`src/design/ssx_pkg.sv`:
```
// Package for the halt/subtract/nibble-exchange execution block.
// Assumes a 12-bit instruction word and an 8-bit data path.
package ssx_pkg;
  localparam int IW = 12;
  localparam int DW = 8;
  localparam int AW = 5;
  // Opcodes and match masks
  localparam logic [11:0] OP_HALT     = 12'h003;
  localparam logic [11:0] OP_SUB      = 12'h080;
  localparam logic [11:0] OP_SWAP     = 12'h380;
  localparam logic [11:0] MASK_FULL   = 12'hfff;
  localparam logic [11:0] MASK_FD     = 12'hfc0;
  // Field positions
  localparam int DEST_BIT = 5;
  localparam int ADDR_LSB = 0;
  localparam int NIB      = 4;
  // APB register byte offsets
  localparam logic [7:0] ADDR_CTRL   = 8'h00;
  localparam logic [7:0] ADDR_INSTR  = 8'h04;
  localparam logic [7:0] ADDR_ACC    = 8'h08;
  localparam logic [7:0] ADDR_STATUS = 8'h0c;
  localparam logic [7:0] ADDR_FILE   = 8'h10;
  localparam logic [7:0] ADDR_WDOG   = 8'h14;
  // Status bit positions
  localparam int ST_C  = 0;
  localparam int ST_DC = 1;
  localparam int ST_Z  = 2;
  localparam int ST_PD = 3;
  localparam int ST_TO = 4;
  localparam int ST_HALT = 5;
  // Reset values
  localparam logic [7:0] STATUS_RST = 8'h18;
  localparam logic [7:0] ZERO8      = 8'h00;
  typedef struct packed {
    logic       wr_en;
    logic [4:0] addr;
    logic [7:0] data;
  } ssx_fwr_s;
  typedef enum logic [1:0] {SSX_NONE, SSX_HALT, SSX_SUB, SSX_SWAP} ssx_op_e;
endpackage

```
`src/design/ssx_exec.sv`:
```
// Executes halt, subtract-accumulator-from-file and nibble exchange.
// Assumes an APB master on i_clk; file bank of 32 bytes kept locally.
//
// How it works
// - Halt opcode 003h stops the clock output and enters halt state.
// - Halt sets timeout flag, clears powerdown flag, keeps other flags.
// - Halt clears the watchdog counter and its prescaler.
// - Subtract opcode: file register minus accumulator, two's complement.
// - Destination bit 0 writes accumulator, 1 writes the file register.
// - Subtract updates carry, digit carry, zero; carry one means no borrow.
// - Nibble exchange opcode swaps nibbles, leaves all flags alone.
// - Destination bit picks accumulator or source file register.
`timescale 1ns/1ps
module ssx_exec #(
  parameter int WDOG_W = 8,
  parameter int PRE_W  = 8
) (
  // Clock and reset
  input  wire logic        i_clk,
  input  wire logic        i_srst,
  // APB slave
  input  wire logic        i_psel,
  input  wire logic        i_penable,
  input  wire logic        i_pwrite,
  input  wire logic [7:0]  i_paddr,
  input  wire logic [31:0] i_pwdata,
  output logic      [31:0] o_prdata,
  output logic             o_pready,
  output logic             o_pslverr,
  // Core status
  output logic             o_osc_run,
  output logic             o_halted
);
  logic [7:0]        acc;
  logic [7:0]        status;
  logic [7:0]        file_bank [32];
  logic [4:0]        file_ptr;
  logic [WDOG_W-1:0] watchdog_counter;
  logic [PRE_W-1:0]  wdog_pre;
  logic [31:0]       prdata;

  // Bus decode
  wire apb_acc = i_psel && i_penable;
  wire apb_wr  = apb_acc && i_pwrite;
  wire wr_ctrl  = apb_wr && (i_paddr == ssx_pkg::ADDR_CTRL);
  wire wr_instr = apb_wr && (i_paddr == ssx_pkg::ADDR_INSTR);
  wire wr_acc   = apb_wr && (i_paddr == ssx_pkg::ADDR_ACC);
  wire wr_stat  = apb_wr && (i_paddr == ssx_pkg::ADDR_STATUS);
  wire wr_file  = apb_wr && (i_paddr == ssx_pkg::ADDR_FILE);
  wire mapped   = (i_paddr == ssx_pkg::ADDR_CTRL) || (i_paddr == ssx_pkg::ADDR_INSTR) ||
                  (i_paddr == ssx_pkg::ADDR_ACC) || (i_paddr == ssx_pkg::ADDR_STATUS) ||
                  (i_paddr == ssx_pkg::ADDR_FILE) || (i_paddr == ssx_pkg::ADDR_WDOG);
  wire halted   = status[ssx_pkg::ST_HALT];

  // Opcode classify
  function automatic ssx_pkg::ssx_op_e classify(input logic [11:0] ins);
    if (ins == ssx_pkg::OP_HALT)
      return ssx_pkg::SSX_HALT;
    else if ((ins & ssx_pkg::MASK_FD) == ssx_pkg::OP_SUB)
      return ssx_pkg::SSX_SUB;
    else if ((ins & ssx_pkg::MASK_FD) == ssx_pkg::OP_SWAP)
      return ssx_pkg::SSX_SWAP;
    else
      return ssx_pkg::SSX_NONE;
  endfunction

  wire [11:0]           ins    = i_pwdata[11:0];
  // Instructions are refused while halted; a control write wakes the core
  wire ssx_pkg::ssx_op_e op     = (wr_instr && !halted) ? classify(ins) : ssx_pkg::SSX_NONE;
  wire [4:0]            f_addr = ins[ssx_pkg::ADDR_LSB +: ssx_pkg::AW];
  wire                  dest   = ins[ssx_pkg::DEST_BIT];
  wire [7:0]            f_val  = file_bank[f_addr];

  wire [8:0] diff9  = {1'b0, f_val} + {1'b0, ~acc} + 9'h001;
  wire [4:0] diff5  = {1'b0, f_val[3:0]} + {1'b0, ~acc[3:0]} + 5'h01;
  wire [7:0] diff   = diff9[7:0];
  wire [7:0] swapped = {f_val[3:0], f_val[7:4]};
  wire       is_sub  = (op == ssx_pkg::SSX_SUB);
  wire       is_swap = (op == ssx_pkg::SSX_SWAP);
  wire [7:0] result  = is_sub ? diff : swapped;

  ssx_pkg::ssx_fwr_s fwr;
  assign fwr.wr_en = ((is_sub || is_swap) && dest) || wr_file;
  assign fwr.addr  = wr_file ? file_ptr : f_addr;
  assign fwr.data  = wr_file ? i_pwdata[7:0] : result;
  wire acc_from_op = (is_sub || is_swap) && !dest;

  // Next status
  logic [7:0] next_status;
  always_comb begin
    next_status = status;
    if (wr_stat)
      next_status = i_pwdata[7:0];
    if (wr_ctrl)
      next_status[ssx_pkg::ST_HALT] = 1'b0;
    if (op == ssx_pkg::SSX_HALT) begin
      next_status[ssx_pkg::ST_TO]   = 1'b1;
      next_status[ssx_pkg::ST_PD]   = 1'b0;
      next_status[ssx_pkg::ST_HALT] = 1'b1;
    end
    if (is_sub) begin
      next_status[ssx_pkg::ST_C]  = diff9[8];
      next_status[ssx_pkg::ST_DC] = diff5[4];
      next_status[ssx_pkg::ST_Z]  = (diff == ssx_pkg::ZERO8);
    end
  end

  // Status and accumulator
  always_ff @(posedge i_clk) begin
    if (i_srst) begin
      status <= ssx_pkg::STATUS_RST;
      acc    <= ssx_pkg::ZERO8;
    end else begin
      status <= next_status;
      if (acc_from_op)
        acc <= result;
      else if (wr_acc)
        acc <= i_pwdata[7:0];
    end
  end

  // File bank write port
  always_ff @(posedge i_clk) begin
    if (fwr.wr_en)
      file_bank[fwr.addr] <= fwr.data;
  end

  // File pointer from control writes
  always_ff @(posedge i_clk) begin
    if (i_srst)
      file_ptr <= '0;
    else if (wr_ctrl)
      file_ptr <= i_pwdata[12:8];
  end

  // Watchdog: runs while awake, cleared by halt
  always_ff @(posedge i_clk) begin
    if (i_srst) begin
      watchdog_counter <= '0;
      wdog_pre         <= '0;
    end else if (op == ssx_pkg::SSX_HALT) begin
      watchdog_counter <= '0;
      wdog_pre         <= '0;
    end else if (!halted) begin
      wdog_pre <= wdog_pre + PRE_W'(1);
      if (&wdog_pre)
        watchdog_counter <= watchdog_counter + WDOG_W'(1);
    end
  end

  // Read mux
  always_comb begin
    prdata = 32'h0000_0000;
    case (i_paddr)
      ssx_pkg::ADDR_CTRL:   prdata[12:8] = file_ptr;
      ssx_pkg::ADDR_ACC:    prdata[7:0]  = acc;
      ssx_pkg::ADDR_STATUS: prdata[7:0]  = status;
      ssx_pkg::ADDR_FILE:   prdata[7:0]  = file_bank[file_ptr];
      ssx_pkg::ADDR_WDOG:   prdata[WDOG_W-1:0] = watchdog_counter;
      default:              prdata = 32'h0000_0000;
    endcase
  end

  // Registered read data
  always_ff @(posedge i_clk) begin
    if (i_srst)
      o_prdata <= 32'h0000_0000;
    else if (i_psel && !i_penable && !i_pwrite)
      o_prdata <= prdata;
  end

  // Bus answer: no wait states, error on unmapped offsets
  assign o_pready  = 1'b1;
  assign o_pslverr = apb_acc && !mapped;
  assign o_osc_run = !halted;
  assign o_halted  = halted;
endmodule // ssx_exec

```
`config.mk`:
```
export PLATFORM = sky130hd
export DESIGN_NAME = ssx_exec
export DESIGN_NICKNAME = d
export VERILOG_FILES = /design/src/design/ssx_pkg.sv /design/src/design/ssx_exec.sv
export SDC_FILE = /design/constraint.sdc
export NUM_CORES = 1
export LEC_CHECK = 0
export BUFFER_PORTS_ARGS = -buffer_cell sky130_fd_sc_hd__buf_2
export CAP_MARGIN = 10
export CORE_MARGIN = 3
export CORE_UTILIZATION = 55
export DETAILED_ROUTE_END_ITERATION = 7
export HOLD_SLACK_MARGIN = 0.03
export PLACE_DENSITY = 0.7
export SYNTH_ARGS = -nofsm -noshare
export SYNTH_HDL_FRONTEND = slang
export SYNTH_SLANG_ARGS = --single-unit
```
`constraint.sdc`:
```
create_clock -name i_clk -period 9.35 [get_ports i_clk]
set_clock_uncertainty 0.1 [all_clocks]
set_input_delay 1.87 -clock i_clk [delete_from_list [all_inputs] [get_ports i_clk]]
set_output_delay 1.87 -clock i_clk [all_outputs]
set_load 0.005 [all_outputs]
```
After elaboration in Yosys (flattened, before gate mapping)
Memory sizes are Yosys's and may differ from the RTL's. A register that Yosys moved wholly into a read port is not among the register bits. Index checks and enable logic that the tools add are counted.

Register bits: 50. Memory bits (writable): 256. Input bits: 45. Output and inout bits: 36. Word-level logic and storage cells: 83. Memories kept: 1.

Memory list: file_bank (words 32, width 8, read ports 2, clocked after memory_dff 1, write ports 1, line ssx_exec.sv:36) `logic [7:0] file_bank [32];`.

Add/subtract/negate cells: 6. Eq/ne operators: 11. Muxes and demuxes: 19. Bitwise gates (word level): 3. Reductions and logical operators: 33.

Operators by type and width (count): $mux W8 (4); $pmux W8 S4 (1); $mux W5 (4); $add A8 B1 Y8 const B (2); $eq A8 B4 Y1 const B (2); $eq A8 B5 Y1 const B (2); $logic_not A8 Y1 (2); $logic_and A1 B1 Y1 (13); $eq A12 B2 Y1 const B (1); $add A8 B8 Y9 (1); $add A9 B1 Y9 const B (1); $reduce_and A9 Y1 (1); $eq A8 B3 Y1 const B (1); $mux W2 (4); $not A8 Y8 (1); $logic_or A1 B1 Y1 (7); $eq A6 B2 Y1 const B (1); $eq A6 B4 Y1 const B (1); $mux W3 (2); $mux W6 (1); $reduce_bool A2 Y1 (3); $add A4 B4 Y5 (1); $add A5 B1 Y5 const B (1); $logic_not A1 Y1 (5); other kinds (7) (10).

Depth between registers and ports, before layout
Depth in word-level cells: 11. Mapped depth: 15. Depth with buffers taken out: 11.

Worst setup path before layout
OpenSTA, ideal clock, no wires.

Path kind: input port to flip-flop. Start: input i_pwdata[0]. End: memory file_bank[0][7], data pin. Setup time: 0.467 ns. Data arrival time: 5.852 ns. Required time: 8.783 ns. Path slack: 2.932 ns. Stages: 14. Path buffers: 3. Cells stage by stage: buf_4 -> buf_4 -> buf_6 -> mux4_2 -> a22oi_1 -> nand2_1 -> nor3_1 -> inv_1 -> ha_1 -> o21ai_0 -> a21oi_1 -> o311ai_0 -> a21oi_1 -> a211oi_1.

RTL lines: start, declared (line ssx_exec.sv:26) `input wire logic [31:0] i_pwdata,`; end, declared (line ssx_exec.sv:36).

==> results.py <==
metrics = {
    "drt": {
        "drt_first_pass_iters": 5,
        "num_vias": 10242,
        "wl_per_cell_um": 27.3,
        "finalWirelength_um": 41900,
        "via_per_inst": 6.67,
        "final_antenna_net_count": 0,
        "drt_iter0_drc": 1236,
        "drc_errors": 0,
    },
    "synthesis": {
        "synthArstFlopShare_pct": 0,
        "ys.flop_type": "edfxtp_1",
        "yosysSeqAreaShare_pct": 56.7,
        "synthTopCellsByArea": "edfxtp_1 (50%), mux4_2 (14%), dfxtp_1 (7.1%)",
        "avgSynthCellArea_um2": 14.4,
        "synth_seq_cells": 311,
        "syn-cell-area_um2": 15500,
        "ys_types": 61,
        "ys_warn_count": 0,
        "syn_inst": 1079,
        "yosysTopAreaCell": "edfxtp_1",
        "synth_edf_count": 256,
        "synth_top_cell_area_share_pct": 49.6,
    },
    "power_and_ir_drop": {
        "power.leakage_nw": 5.86,
        "p_per_area_nw_per_um2": 180,
        "irDropWorstVdd_uv": 112,
    },
    "setup_path": {
        "crit_arrival_ns": 6.52,
        "crit_fanout": 27,
        "critPathRequiredTime_ns": 9.48,
        "start_kind": "input pin",
        "cpMaxStageDelayCell": "nor2b_1",
        "worst_path_largest_cell_delay_ns": 0.90,
        "critical_path.cell_chain": "buf_2 > nor2b_1 > a22oi_1 > and3_1 > nor3_1 > inv_1 > ha_1 > o21ai_0 > a21o_1 > a311oi_1 > a21oi_1 > o31a_1 > buf_8",
        "worst_setup_path_end_kind": "flop",
        "path_class": "in -> reg",
        "crit_family": "simple AND/OR/NAND/NOR gates",
        "path_buf_inv": 3,
    },
    "grt": {
        "grt_pass1_wl_um": 63500,
        "use_met2_pct": 43.3,
        "grt_max_degree": 66,
        "use_met1_pct": 40.2,
        "grtUsageMet3_pct": 4.82,
        "grt_busiest_layer": "met2",
        "grt_usage_pct": 27.6,
        "grt.overflow.total": 0,
        "grt_pass1_vias": 10052,
        "antenna_found_initial": 2,
    },
    "clocking": {
        "cts_buffers": 34,
        "htree_levels": 2,
        "tritoncts": "done",
        "cts_hold_buf": 0,
        "postCtsResizedCells": 0,
        "postCtsSetupBuffers": 0,
        "clk_pin_slew_worst_paths_ns": 0.06,
        "cts_root_buf": "clkbuf_16",
        "clockBufferDepth": 3,
        "clock-sinks": 311,
        "clock_latency_ns": 0.51,
    },
    "flow_run": {
        "cap_violations": 0,
    },
    "placement": {
        "io_buffers": 41,
        "placed_area_um2": 16200,
        "dp_hpwl_um": 28600,
        "gp_congestion": 0.874,
    },
    "floorplan": {
        "coreArea_um2": 27300,
        "io_pins": 81,
        "num_rows": 60,
        "chipWidth_um": 174,
        "die_area_um2": 30200,
        "initial_core_util_pct": 56.7,
        "die_y_um": 174,
    },
    "timing": {
        "fmax_mhz": 157,
        "hold_ws_ns": 0.411,
        "hold_viol": 0,
        "drv_slew": 0,
        "period_needed_ns": 6.38,
        "maxSlewHeadroom_pct": 26.2,
        "finalSetupTns_ns": 0,
        "finalSetupViolCount": 0,
        "grt_setup_unrepaired": "false",
        "worst_pin_slew_ns": 1.11,
        "min_period_over_period_pct": 68.3,
    },
    "layout": {
        "final_area_um2": 17300,
        "drive_above_1_share_pct": 22.8,
        "synthToLayoutAreaGrowth_pct": 12.0,
        "post-route-util_pct": 63.5,
        "antenna_cells": 0,
        "fillCellCount": 2030,
        "final_nets": 1195,
    },
    "min_path": {
        "hp-class": "reg -> reg",
    },
    "run_status": {
        "status": "completed",
    },
}
==> layer usage <==
layer  share of wire, %  vias up  wire length, um
li1                   -     4413                -
met1                 40     5156            16800
met2                 47      609            19600
met3                 10       62             4360
met4                2.6        2             1090
met5              0.048        -               20
==> cell usage after synthesis, types with 12 or more instances <==
| cell | number |
|---|---|
| edfxtp_1 | 256 |
| mux4_2 | 97 |
| mux2i_1 | 96 |
| dfxtp_1 | 55 |
| nor3_1 | 55 |
| nor2_1 | 54 |
| a22oi_1 | 51 |
| nand2_1 | 42 |
| inv_1 | 34 |
| buf_4 | 33 |
| clkbuf_1 | 27 |
| a211oi_1 | 26 |
| a21oi_1 | 25 |
| buf_2 | 17 |
| nor2b_1 | 15 |
| o22ai_1 | 15 |
| xnor2_1 | 15 |
| o221ai_1 | 12 |
==> cells by family (layout without fill, tap and decap cells) <==
family          after synthesis  after routing  share of synthesized area [%]
xor+xnor                     19             19                           1.07
fa+ha+maj                    12             12                           1.02
compound gates              171            171                           8.04
flops                       311            311                           56.7
buf+inv                     121            187                           3.92
mux                         199            199                           20.7
other cells                   2             20                         0.0485
simple gates                244            244                           8.45
==> power breakdown <==
| part | leakage [nW] | internal (W) | switching (W) |
|---|---|---|---|
| combinational | 2.54 | 0.0000729 | 0.000159 |
| sequential | 2.75 | 0.00153 | 0.00000104 |
| clock | 0.563 | 0.000841 | 0.000529 |
| total | 5.86 | 0.00244 | 0.000689 |
==> cells in the final DEF (no fill, tap or decap), drive strengths merged, types with 11 or more instances in the layout <==
master  Yosys  final
a211oi     26     26
a21oi      25     25
a22oi      51     51
buf        60     92
clkbuf     27     47
conb        2     20
dfxtp      55     55
edfxtp    256    256
ha         11     11
inv        34     34
mux2i      96     96
mux4       97     97
nand2      42     42
nand2b     11     11
nor2       54     54
nor2b      15     15
nor3       55     55
o221ai     12     12
o22ai      15     15
xnor2      15     15
==> registers in the layout, indices dropped and copies added, names as in the netlist, named ones only <==
register	cells
acc	8
file_bank	256
file_ptr	5
o_prdata	13
status	8
watchdog_counter	8
wdog_pre	8
==> final timing paths <==
check	startpoint	to	slack, ns	cells after the start
worst max-delay path	i_pwdata[2]	file_bank[1][6]	2.97	13
worst min-delay path	status[7]	status[7]	0.41	2
worst max register to register	file_bank[15][3]	file_bank[1][6]	4.77	12
worst min register to register	status[7]	status[7]	0.41	2
==> per-stage QoR <==
| stage | total power (W) | instances | setup WS (ns) |
|---|---|---|---|
| after floorplan | 0.00170 | 1097 | 2.93 |
| after global placement | 0.00178 | 1472 | 2.26 |
| after detailed placement | 0.00178 | 1472 | 2.04 |
| after CTS | 0.00314 | 1533 | 2.58 |
| after global routing | 0.00322 | 1535 | 2.66 |
| final | 0.00313 | 1535 | 2.97 |
==> worst min-delay path, delay by kind of cell (launching register included) <==
| kind | cells | cell delay (ns) |
|---|---|---|
| DFF | 1 | 0.33 |
| muxes | 1 | 0.07 |
| and+or+nand+nor | 1 | 0.08 |
==> layout make-up <==
type	count	area (um^2)	share of cell area (%)
Clock buffer	47	977	5.63
Clock inverter	14	165	0.952
Inverter	34	128	0.736
Multi-Input combinational cell	665	6190	35.7
Sequential cell	311	8800	50.7
Tap cell	372	465	2.68
Timing Repair Buffer	92	622	3.58
Note: power is estimated with default switching activity, not from simulation.
